===== config.mk =====
export PLATFORM = sky130hd
export DESIGN_NAME = shutdown_input_debounce
export DESIGN_NICKNAME = d
export VERILOG_FILES = /design/src/pkg/debounced_shutdown_flag_pkg.sv /design/src/hdl/sdn_debounce_counter.sv /design/src/hdl/shutdown_input_debounce.sv
export SDC_FILE = /design/constraint.sdc
export NUM_CORES = 1
export LEC_CHECK = 0
export ABC_AREA = 1
export BUFFER_PORTS_ARGS = -buffer_cell sky130_fd_sc_hd__buf_4
export CORE_ASPECT_RATIO = 1.4
export CORE_MARGIN = 2
export CORE_UTILIZATION = 44
export CTS_CLUSTER_SIZE = 20
export DETAILED_ROUTE_END_ITERATION = 8
export GPL_TIMING_DRIVEN = 0
export PLACE_DENSITY = 0.76
export REMOVE_ABC_BUFFERS = 1
export SYNTH_ARGS = -nofsm -noshare
export SYNTH_HDL_FRONTEND = slang
export SYNTH_SLANG_ARGS = --single-unit
export TNS_END_PERCENT = 30

===== constraint.sdc =====
create_clock -name i_clk -period 1.5 [get_ports i_clk]
set_input_delay 0.45 -clock i_clk [delete_from_list [all_inputs] [get_ports i_clk]]
set_output_delay 0.45 -clock i_clk [all_outputs]
set_load 0.03 [all_outputs]

===== src/pkg/debounced_shutdown_flag_pkg.sv =====
package debounced_shutdown_flag_pkg;

  localparam int DATA_W = 32;
  localparam int ADDR_W = 8;
  localparam logic [ADDR_W-1:0] ADDR_CTRL = 8'h00;
  localparam logic [ADDR_W-1:0] ADDR_COUNT = 8'h04;
  localparam logic [ADDR_W-1:0] ADDR_STATUS = 8'h08;
  localparam logic [ADDR_W-1:0] ADDR_MASK = 8'h0C;
  localparam logic [ADDR_W-1:0] ADDR_SLOT = 8'h10;

  localparam int CTRL_LEVEL_BIT = 0;
  localparam int CTRL_IRQ_EN_BIT = 1;
  localparam int CTRL_W = 2;
  localparam logic [CTRL_W-1:0] CTRL_RESET = 2'h0;

  localparam int COUNT_W = 8;
  localparam logic [COUNT_W-1:0] COUNT_RESET = 8'h04;

  localparam int STAT_DETECT_BIT = 0;
  localparam int STAT_SEQ_DONE_BIT = 1;
  localparam int STAT_W = 2;
  localparam logic [STAT_W-1:0] MASK_RESET = 2'h0;

  localparam int SLOT_ACTIVE_BIT = 0;
  localparam int SLOT_POWERED_BIT = 1;
  localparam int SLOT_FLAG_BIT = 2;
  localparam int SLOT_STAGED_BIT = 3;
  localparam int SLOT_INSTANT_BIT = 4;

  localparam int STAGE_CYCLES = 1;

  typedef enum logic [1:0] {
    SHUT_NONE,
    SHUT_INSTANT,
    SHUT_STAGED
  } shut_kind_type;

  typedef struct packed {
    logic rst_low;
    logic clk_stop;
    logic io_low;
    logic vcc_off;
  } slot_ctrl_type;

endpackage


===== src/hdl/sdn_debounce_counter.sv =====
`timescale 1ns/10ps
`default_nettype none
module sdn_debounce_counter #(
  parameter int COUNT_W = 8
) (
  input wire logic i_clk,
  input wire logic i_rst_n,
  input wire logic i_tick,
  input wire logic i_active,
  input wire logic [COUNT_W-1:0] i_load,
  output logic o_expired
);
  logic [COUNT_W-1:0] cnt_q;
  logic [COUNT_W-1:0] cnt_d;
  logic exp_q;
  logic exp_d;

  always_comb begin
    cnt_d = cnt_q;
    exp_d = 1'b0;
    if (!i_active) begin
      cnt_d = i_load;
    end else if (i_tick) begin
      // A loaded zero counts as one tick so the detector never stalls
      if (cnt_q <= COUNT_W'(1)) begin
        exp_d = 1'b1;
        cnt_d = i_load;
      end else begin
        cnt_d = cnt_q - COUNT_W'(1);
      end
    end
  end

  always_ff @(posedge i_clk) begin
    if (!i_rst_n) begin
      cnt_q <= '0;
      exp_q <= 1'b0;
    end else begin
      cnt_q <= cnt_d;
      exp_q <= exp_d;
    end
  end

  assign o_expired = exp_q;
endmodule
`default_nettype wire


===== src/hdl/shutdown_input_debounce.sv =====
`timescale 1ns/10ps
`default_nettype none
module shutdown_input_debounce #(
  parameter int COUNT_W = debounced_shutdown_flag_pkg::COUNT_W
) (
  input wire logic i_clk,
  input wire logic i_rst_n,
  input wire logic i_tick_32k,
  input wire logic i_shutdown_request_input,
  input wire logic i_host_card_clock_running,
  input wire logic [debounced_shutdown_flag_pkg::ADDR_W-1:0] i_wb_adr,
  input wire logic [debounced_shutdown_flag_pkg::DATA_W-1:0] i_wb_dat,
  input wire logic [3:0] i_wb_sel,
  input wire logic i_wb_we,
  input wire logic i_wb_cyc,
  input wire logic i_wb_stb,
  output logic [debounced_shutdown_flag_pkg::DATA_W-1:0] o_wb_dat,
  output logic o_wb_ack,
  output logic o_irq,
  output logic o_debounced_shutdown_flag,
  output debounced_shutdown_flag_pkg::slot_ctrl_type o_second_card_slot
);
  import debounced_shutdown_flag_pkg::*;

  logic [CTRL_W-1:0] ctrl_q;
  logic [CTRL_W-1:0] ctrl_d;
  logic [COUNT_W-1:0] count_q;
  logic [COUNT_W-1:0] count_d;
  logic [STAT_W-1:0] stat_q;
  logic [STAT_W-1:0] stat_d;
  logic [STAT_W-1:0] mask_q;
  logic [STAT_W-1:0] mask_d;
  logic active_q;
  logic active_d;
  logic powered_q;
  logic powered_d;
  logic flag_q;
  logic flag_d;
  logic ack_q;
  logic ack_d;
  logic [DATA_W-1:0] rdat_q;
  logic [DATA_W-1:0] rdat_d;
  logic irq_q;
  logic irq_d;
  shut_kind_type kind_q;
  shut_kind_type kind_d;
  logic [1:0] stage_q;
  logic [1:0] stage_d;
  slot_ctrl_type slot_q;
  slot_ctrl_type slot_d;
  logic level;
  logic input_at_level;
  logic expired;
  logic wr;
  logic rd;
  logic wr_low;
  logic hit_ctrl;
  logic hit_count;
  logic hit_status;
  logic hit_mask;
  logic hit_slot;
  logic rearm;
  logic detect_evt;
  logic done_evt;

  assign level = ctrl_q[CTRL_LEVEL_BIT];
  // Count only while input sits at the detection level
  assign input_at_level = (i_shutdown_request_input == level) && (flag_q != level);
  assign wr = i_wb_cyc && i_wb_stb && i_wb_we && !ack_q;
  assign rd = i_wb_cyc && i_wb_stb && !i_wb_we && !ack_q;

  sdn_debounce_counter #(
    .COUNT_W(COUNT_W)
  ) u_counter (
    .i_clk(i_clk),
    .i_rst_n(i_rst_n),
    .i_tick(i_tick_32k),
    .i_active(input_at_level),
    .i_load(count_q),
    .o_expired(expired)
  );

  // Byte lane zero carries every field; upper lanes are ignored
  assign wr_low = wr && i_wb_sel[0];
  assign hit_ctrl = (i_wb_adr == ADDR_CTRL);
  assign hit_count = (i_wb_adr == ADDR_COUNT);
  assign hit_status = (i_wb_adr == ADDR_STATUS);
  assign hit_mask = (i_wb_adr == ADDR_MASK);
  assign hit_slot = (i_wb_adr == ADDR_SLOT);
  // Writing slot state with powered set releases the lines and rearms
  assign rearm = wr_low && hit_slot && i_wb_dat[SLOT_POWERED_BIT];
  assign detect_evt = expired && ctrl_q[CTRL_IRQ_EN_BIT];
  // Completion is the cycle the supply line first drops, so a read can clear it
  assign done_evt = slot_d.vcc_off && !slot_q.vcc_off;

  always_comb begin
    ctrl_d = ctrl_q;
    count_d = count_q;
    mask_d = mask_q;
    active_d = active_q;
    powered_d = powered_q;
    if (wr_low) begin
      if (hit_ctrl) begin
        ctrl_d = i_wb_dat[CTRL_W-1:0];
      end
      if (hit_count) begin
        count_d = i_wb_dat[COUNT_W-1:0];
      end
      if (hit_mask) begin
        mask_d = i_wb_dat[STAT_W-1:0];
      end
      if (hit_slot) begin
        active_d = i_wb_dat[SLOT_ACTIVE_BIT];
        powered_d = i_wb_dat[SLOT_POWERED_BIT];
      end
    end
  end

  always_ff @(posedge i_clk) begin
    if (!i_rst_n) begin
      ctrl_q <= CTRL_RESET;
      count_q <= COUNT_W'(COUNT_RESET);
      mask_q <= MASK_RESET;
      active_q <= 1'b0;
      powered_q <= 1'b0;
    end else begin
      ctrl_q <= ctrl_d;
      count_q <= count_d;
      mask_q <= mask_d;
      active_q <= active_d;
      powered_q <= powered_d;
    end
  end

  always_comb begin
    // One wait state: ack follows the taking edge, then drops for a cycle
    ack_d = i_wb_cyc && i_wb_stb && !ack_q;
    rdat_d = '0;
    if (rd) begin
      case (i_wb_adr)
        ADDR_CTRL: begin
          rdat_d[CTRL_W-1:0] = ctrl_q;
        end
        ADDR_COUNT: begin
          rdat_d[COUNT_W-1:0] = count_q;
        end
        ADDR_STATUS: begin
          rdat_d[STAT_W-1:0] = stat_q;
        end
        ADDR_MASK: begin
          rdat_d[STAT_W-1:0] = mask_q;
        end
        ADDR_SLOT: begin
          rdat_d[SLOT_ACTIVE_BIT] = active_q;
          rdat_d[SLOT_POWERED_BIT] = powered_q;
          rdat_d[SLOT_FLAG_BIT] = flag_q;
          rdat_d[SLOT_STAGED_BIT] = (kind_q == SHUT_STAGED);
          rdat_d[SLOT_INSTANT_BIT] = (kind_q == SHUT_INSTANT);
        end
        default: ;
      endcase
    end
  end

  always_ff @(posedge i_clk) begin
    if (!i_rst_n) begin
      ack_q <= 1'b0;
      rdat_q <= '0;
    end else begin
      ack_q <= ack_d;
      rdat_q <= rdat_d;
    end
  end

  always_comb begin
    stat_d = stat_q;
    if (rd && hit_status) begin
      stat_d = '0; // Read clears; host service point
    end
    // Sets win over a read clear in the same cycle, so no event is lost
    if (detect_evt) begin
      stat_d[STAT_DETECT_BIT] = 1'b1;
    end
    if (done_evt) begin
      stat_d[STAT_SEQ_DONE_BIT] = 1'b1;
    end
  end

  always_ff @(posedge i_clk) begin
    if (!i_rst_n) begin
      stat_q <= '0;
    end else begin
      stat_q <= stat_d;
    end
  end

  always_comb begin
    // Level output: high while any unmasked status bit stands
    irq_d = |(stat_q & mask_q);
  end

  always_ff @(posedge i_clk) begin
    if (!i_rst_n) begin
      irq_q <= 1'b0;
    end else begin
      irq_q <= irq_d;
    end
  end

  always_comb begin
    flag_d = flag_q;
    kind_d = kind_q;
    stage_d = stage_q;
    slot_d = slot_q;
    // Flag follows detection level once the count expires
    if (expired) begin
      flag_d = level;
    end
    // Only slot two is sequenced; slot one has no control path here
    if (expired && kind_q == SHUT_NONE) begin
      if (active_q && i_host_card_clock_running) begin
        kind_d = SHUT_STAGED;
        stage_d = 2'd0;
      end else if (powered_q) begin
        kind_d = SHUT_INSTANT;
        stage_d = 2'd0;
        slot_d.rst_low = 1'b1;
        slot_d.clk_stop = 1'b1;
        slot_d.io_low = 1'b1;
        slot_d.vcc_off = 1'b1;
      end
    end
    case (kind_q)
      SHUT_STAGED: begin
        // Staged order: reset, clock, data, supply, one tick each
        if (i_tick_32k && stage_q != 2'd3) begin
          stage_d = stage_q + 2'd1;
        end
        case (stage_q)
          2'd0: slot_d.rst_low = 1'b1;
          2'd1: slot_d.clk_stop = 1'b1;
          2'd2: slot_d.io_low = 1'b1;
          default: slot_d.vcc_off = 1'b1;
        endcase
      end
      default: ;
    endcase
    // A rearm hands the slot back to the host; a trigger in that cycle is dropped
    if (rearm) begin
      kind_d = SHUT_NONE;
      slot_d = '0;
    end
  end

  always_ff @(posedge i_clk) begin
    if (!i_rst_n) begin
      flag_q <= 1'b0;
      kind_q <= SHUT_NONE;
      stage_q <= 2'd0;
      slot_q <= '0;
    end else begin
      flag_q <= flag_d;
      kind_q <= kind_d;
      stage_q <= stage_d;
      slot_q <= slot_d;
    end
  end

  assign o_wb_dat = rdat_q;
  assign o_wb_ack = ack_q;
  assign o_irq = irq_q;
  assign o_debounced_shutdown_flag = flag_q;
  assign o_second_card_slot = slot_q;
endmodule
`default_nettype wire


==> flow_summary.json, run 1 <==
{
  "clockRootBuffer": "clkbuf_8",
  "grt_pass1_wl_mm": 8.69,
  "dpl.hpwl_mm": 3.98,
  "report.final.slew_viol_count": 0,
  "rr_startpoint": "u_counter.cnt_q[0]$_SDFFE_PN0P_",
  "ctsHoldBuffers": 0,
  "grt_max_degree": 18,
  "syn_to_final_growth_pct": 16.9,
  "hold_violations": 0,
  "synth-edff-count": 0,
  "clock.fmax_mhz": 707,
  "period_needed_ns": 1.41,
  "post-cts-setup-buffers": 0,
  "crit_slowest_cell": "dfxtp_2",
  "rows": 31,
  "synth-seq-cells": 44,
  "dpl_cell_area_sq_um": 2630,
  "synth_area_sq_um": 2370,
  "clock_sinks": 44,
  "critPathRequiredTime_ns": 1.68,
  "cp-start-kind": "register",
  "seq_area_frac_synth": 0.372,
  "wirelength_mm": 5.07,
  "die_height_microns": 90.9,
  "nets": 435,
  "ys_async_sr_fraction": 0,
  "p_total_mw": 2.16,
  "worst_skew_pair.late_latency_ns": 0.29,
  "drc": 0,
  "synth_flop_cell": "dfxtp_1",
  "holdCritPathClass": "input pin to register",
  "die_width_microns": 66.0,
  "cp_max_fo": 6,
  "stdcell_area_sq_um": 2770,
  "io_pins": 91,
  "status": "complete, no violations",
  "cp.arrival_ns": 1.59,
  "grt.overflow.total": 0,
  "cap_violations": 0,
  "cts.htree.levels": 2,
  "p_leak_nw": 1.24,
  "clockBufferDepth": 2,
  "coreArea_sq_um": 5200,
  "cts_made_buffers": 5,
  "path_class": "register to register",
  "clkTransAtPathRegs_ns": 0.08,
  "antenna_found_initial": 0,
  "cp-end-kind": "register",
  "p_per_area_nw_per_um2": 780,
  "synth_cell_types": 33,
  "floorplan.initialDensity": 0.456,
  "wl_per_cell_microns": 11.4,
  "finalSetupViolCount": 0,
  "peakVddDrop_mv": 0.716,
  "yosysWarnings": 0,
  "crit_chain": "inv_1, ha_2, inv_1, nand2_1, nand2_1, nor2_2, nor2_4, nand3_1, nand3_1, a21oi_1",
  "cp-startpoint": "u_counter.cnt_q[0]$_SDFFE_PN0P_",
  "cts_tree": "built",
  "multi_input_area_sq_um": 1240,
  "viasPerCell": 4.88,
  "clock_skew_ns": 0.00427,
  "seq_area_sq_um": 885,
  "synthCells": 335,
  "max_stage_delay_ns": 0.35,
  "syn_area_per_cell_sq_um": 7.08,
  "fin_crit_sh": 0.943,
  "n_fill_cell": 526,
  "track_usage": 0.181,
  "drtIter0Drc": 116,
  "hp-start": "i_wb_dat[2]",
  "drt_pass1_iterations": 4,
  "gp_congestion": 0.894,
  "die_area_sq_um": 6000,
  "grt_pass1_vias": 2093,
  "rsz0062_at_grt": "yes",
  "n_antenna_cell": 0,
  "layout-drive-gt1-share": 0.206,
  "io_buffers": 39,
  "vias": 2165,
  "detail-route-antenna-nets": 0
}
## synth_stat cells (4+ instances only)
master | number | area (sq um)
nor2_2 | 5 | 31.3
o21ai_0 | 17 | 85.1
buf_4 | 24 | 180
dfxtp_1 | 44 | 881
nand2_2 | 4 | 25.0
nand2_1 | 58 | 218
nand3_1 | 28 | 140
nand4_1 | 5 | 31.3
nor2_1 | 34 | 128
nor3_1 | 5 | 25.0
a21oi_1 | 29 | 145
ha_1 | 6 | 75.1
inv_1 | 44 | 165
## sequential cells by signal, summed over array words and instances, names as in the netlist
signal	count
count_q	8
o_wb_dat	8
u_counter.cnt_q	8
o_second_card_slot	4
ctrl_q	2
kind_q	2
mask_q	2
stage_q	2
stat_q	2
active_q	1
o_debounced_shutdown_flag	1
o_irq	1
o_wb_ack	1
powered_q	1
u_counter.o_expired	1
## critical path, delay by kind of cell, from the launching register on
kind,cells,cell delay (ns)
AND/OR/NAND/NOR,6,0.54
flip-flops,1,0.35
adder cells (fa/ha/maj),1,0.20
buffers and inverters,2,0.17
AO/OA/AOI/OAI,1,0.06
## routing by layer
layer,vias to the layer above,GRT usage,part of all wire
met5,-,0,0
met4,0,0.0612,0.019
met3,9,0.0312,0.033
met2,42,0.336,0.55
met1,996,0.201,0.40
li1,1118,-,-
## worst paths after layout
kind	end	slack (ns)	cells after the start
worst max-delay path	u_counter.cnt_q[5]$_SDFFE_PN0P_	0.09	10
worst min-delay path	count_q[2]$_SDFFE_PN1P_	0.42	3
worst max register to register	u_counter.cnt_q[5]$_SDFFE_PN0P_	0.09	10
worst min register to register	o_second_card_slot[2]$_SDFF_PP0_	0.45	2
## stage by stage
stage                util  worst slack (ns)  hold slack (ns)  instances  setup TNS [ns]
floorplan               -             0.105            0.429        331               0
global placement    0.507            -0.275            0.439        436           -3.50
detailed placement  0.507            -0.271            0.439        436           -4.20
CTS                 0.527            0.0262            0.410        444               0
global route        0.533           -0.0366            0.432        444          -0.138
finish              0.533            0.0858            0.420        444               0
## layout by cell type (no fill, tap or decap), types with 2 or more instances in the layout
master,count
ha_1,5
conb_1,24
inv_2,3
nand3_2,2
inv_1,44
o21ai_1,3
nor2_4,3
nand2_1,56
clkbuf_8,6
dfxtp_1,41
nor2_2,8
xor2_1,2
buf_4,39
dfxtp_2,3
nor2_1,30
nand4_1,5
nor3_1,5
a31oi_1,3
o21ai_0,17
nand3_1,27
nor4_1,3
a21oi_1,29
o22ai_1,2
nand2_4,4
nand2_2,3
clkinv_2,2
## logic make-up after synthesis
kind of cell               after synthesis  share of synthesized area
and+or+nand+nor                        152                      0.306
buffers and inverters                   74                      0.158
AOI/OAI and AO/OA                       56                      0.123
DFF                                     44                      0.372
adders and majority gates                6                     0.0317
xor gates and xnor gates                 2                    0.00739
other                                    1                    0.00158
## power breakdown
group          leakage (nW)  total, mW  internal (mW)  switching, mW
combinational         0.836      0.231         0.0645          0.166
clock                0.0510      0.760          0.368          0.392
sequential            0.356       1.17           1.17        0.00294
## repair_timing
item	4_1_cts	5_1_grt
endpoints found under the setup margin	6	15
resized for setup	4	11
pin swaps	2	2
## final cells by class
| cell class | count | area share |
|---|---|---|
| timing repair buffer | 39 | 0.106 |
| clock inverter | 2 | 0.00361 |
| tap | 66 | 0.0298 |
| sequential | 44 | 0.319 |
| clock buffer | 6 | 0.0298 |
| multi-input combinational | 240 | 0.449 |
| inverter | 47 | 0.0636 |
Note: power is estimated with default switching activity, not from simulation.
==> inputs of run 2 (changes only) <==
- ABC_AREA: 1 -> not set
- CORE_UTILIZATION: 44 -> 43
- MAX_ROUTING_LAYER: not set -> met4
- PLACE_DENSITY: 0.76 -> 0.75
==> run 2 against run 1 <==
The flow now finishes with violations (setup timing). Hold slack worse by 0.017 ns. Clock skew is 0.0057 ns higher. Combinational power is 6% higher. Synthesized cell count is 25% lower. Clock power is 21% higher. Critical path depth is 5 lower. Die area is 3.9% lower. Routed wire length is 2.0% higher. Setup slack worse by 0.36 ns. Critical endpoint is now o_wb_dat[2]$_SDFF_PP0_. Largest cell class unchanged.
==> flow_summary.json, run 2 <==
{
  "status": "complete, but fails checks",
  "violations": "setup timing",
  "cp-end-kind": "register",
  "path_class": "input pin to register",
  "cp.arrival_ns": 2.01,
  "dpl_cell_area_sq_um": 2470,
  "routed.top_layer": "met4",
  "drtIter0Drc": 84,
  "worst_pin_slew_ns": 0.662,
  "cts_made_buffers": 5,
  "layout_setup_ws_ns": -0.272,
  "finalSetupViolCount": 30,
  "hold_violations": 0,
  "synth_area_sq_um": 2220,
  "drt-met1-wl_mm": 2.14,
  "crit_chain": "buf_6, or4_4, or3_4, or3_4, nor2_1",
  "synth_top_area_share": 0.397,
  "rsz0062_at_grt": "yes",
  "p_leak_nw": 1.14,
  "n_antenna_cell": 0,
  "stdcell_area_sq_um": 2820,
  "cp_max_fo": 5,
  "detail-route-antenna-nets": 0,
  "wl_per_cell_microns": 14.3,
  "layout_common_cells": "dfxtp_1 (40), buf_4 (39), conb_1 (24), nand2_1 (22), a21oi_1 (18)",
  "period_needed_ns": 1.77,
  "seq_area_frac_synth": 0.397,
  "cts_tree": "built",
  "antenna_found_initial": 0,
  "synth_cell_types": 47,
  "io_buffers": 39,
  "die_width_microns": 64.7,
  "relSlewSlack": 0.558,
  "grt.overflow.total": 0,
  "fin_crit_sh": 1.18,
  "die_height_microns": 89.0,
  "grt_pass1_vias": 1778,
  "syn_to_final_growth_pct": 27.0,
  "cap_violations": 0,
  "synthTopCellsByCount": "dfxtp_1 (44), buf_4 (24), nand2_1 (23)",
  "whs_ns": 0.403,
  "critPathRequiredTime_ns": 1.73,
  "coreArea_sq_um": 4920,
  "grt_max_degree": 27,
  "dpl.hpwl_mm": 3.66,
  "synthTopCellsByArea": "dfxtp_1 (40%), buf_4 (8.1%), a21oi_1 (4.7%), mux2i_1 (4.1%), nand3_1 (4.1%)",
  "vias": 1938,
  "clockBufferDepth": 2,
  "worst_skew_pair.late_latency_ns": 0.30,
  "synth_top_cell_by_area": "dfxtp_1",
  "layout_commonest_cell": "dfxtp_1",
  "rows": 30,
  "synthCells": 252,
  "clkTransAtPathRegs_ns": 0.08,
  "n_fill_cell": 434,
  "yosysWarnings": 0,
  "clock.fmax_mhz": 564,
  "clockRootBuffer": "clkbuf_8",
  "die_area_sq_um": 5760,
  "holdCritPathClass": "input pin to register",
  "layout-drive-gt1-share": 0.302,
  "crit_buf_inv": 1,
  "syn_area_per_cell_sq_um": 8.81,
  "ctsHoldBuffers": 0,
  "peakVddDrop_mv": 0.545,
  "synth-seq-cells": 44,
  "cp_top_family": "simple AND/OR/NAND/NOR gates",
  "fin_cells": 362,
  "p_per_area_nw_per_um2": 829,
  "crit_slowest_cell": "or4_4",
  "max_stage_delay_ns": 0.55,
  "clock_skew_ns": 0.00992,
  "cp-start-kind": "input pin",
  "cts.htree.levels": 2,
  "path_common_cell": "or3_4",
  "clock_sinks": 44,
  "wirelength_mm": 5.17,
  "synth_most_common_cell": "dfxtp_1",
  "grt_pass1_wl_mm": 8.06,
  "floorplan.initialDensity": 0.452,
  "gp_congestion": 0.961,
  "report.final.slew_viol_count": 0,
  "track_usage": 0.187,
  "post-place-cells": 347,
  "io_pins": 91,
  "synth-edff-count": 0,
  "drc": 0,
  "synth_flop_cell": "dfxtp_1",
  "nets": 355,
  "dr_wl_met2_mm": 2.71,
  "viasPerCell": 5.35,
  "drt_pass1_iterations": 4,
  "ys_async_sr_fraction": 0,
  "wl_met3_microns": 205
}
-- run 2: cell count changes after synthesis, moves of 9 or more --
cell | before | now
inv_1 | 44 | 15
nand2_1 | 58 | 23
o21ai_0 | 17 | 5
mux2i_1 | 0 | 9
nand3_1 | 28 | 18
nor2_1 | 34 | 12
-- run 2: repair_timing --
action / CTS / global route
setup endpoints to repair: 39 / 39
pin swaps: 17 / 5
resized for setup: 32 / 15
hold endpoints to repair: 0 / 0
buffers inserted: 4 / 3
-- run 2: worst paths after layout --
check,slack [ns],start,endpoint,cells past startpoint
hold / removal,0.40,i_wb_dat[2],count_q[2]$_SDFFE_PN1P_,3
setup reg to reg,-0.14,u_counter.cnt_q[0]$_SDFFE_PN0P_,u_counter.cnt_q[3]$_SDFFE_PN0P_,4
hold reg to reg,0.47,count_q[5]$_SDFFE_PN0P_,count_q[5]$_SDFFE_PN0P_,2
setup / recovery,-0.27,i_wb_adr[0],o_wb_dat[2]$_SDFF_PP0_,5
-- run 2: tightest hold or removal path, delay by kind of cell --
| family | cells | cell delay [ns] |
|---|---|---|
| and+or+nand+nor | 2 | 0.13 |
| buffers and inverters | 1 | 0.09 |
-- run 2: layer usage --
layer	global-route usage	vias to the layer above
li1	-	949
met1	0.200	912
met2	0.336	71
met3	0.0264	6
met4	0.0948	0
met5	-	-
-- run 2: logic make-up (layout without fill, tap and decap cells) --
logic type	count (synthesis)	in the layout	synth area share
flops	44	44	0.397
compound gates	49	49	0.139
simple gates	95	95	0.250
other cells	1	24	0.00169
fa+ha+maj	6	6	0.0338
buf+inv	46	69	0.118
mux	11	11	0.0608
-- run 2: cell type report --
cell class                 count  area, sq um  share of cell area
clock buffer                   5         68.8              0.0244
clock inverter                 3         46.3              0.0164
inverter                      15         58.8              0.0208
multi-input combinational    185         1300               0.461
sequential                    44          886               0.314
tap                           64         80.1              0.0284
timing repair buffer          46          380               0.135
-- run 2: per-stage QoR --
step	TNS (ns)	utilization	total power [mW]	setup WS [ns]
after global placement	-27.13	0.503	1.42	-1.26
after detailed placement	-27.31	0.503	1.42	-1.28
after CTS	-5.96	0.557	2.34	-0.257
after floorplan	-12.80	-	1.33	-0.481
final	-4.67	0.574	2.34	-0.272
after global routing	-5.78	0.574	2.43	-0.312
-- run 2: where the power goes --
group	internal, mW	switching [mW]	total, mW
Clock	0.502	0.419	0.921
Combinational	0.0814	0.165	0.246
Sequential	1.17	0.00404	1.17
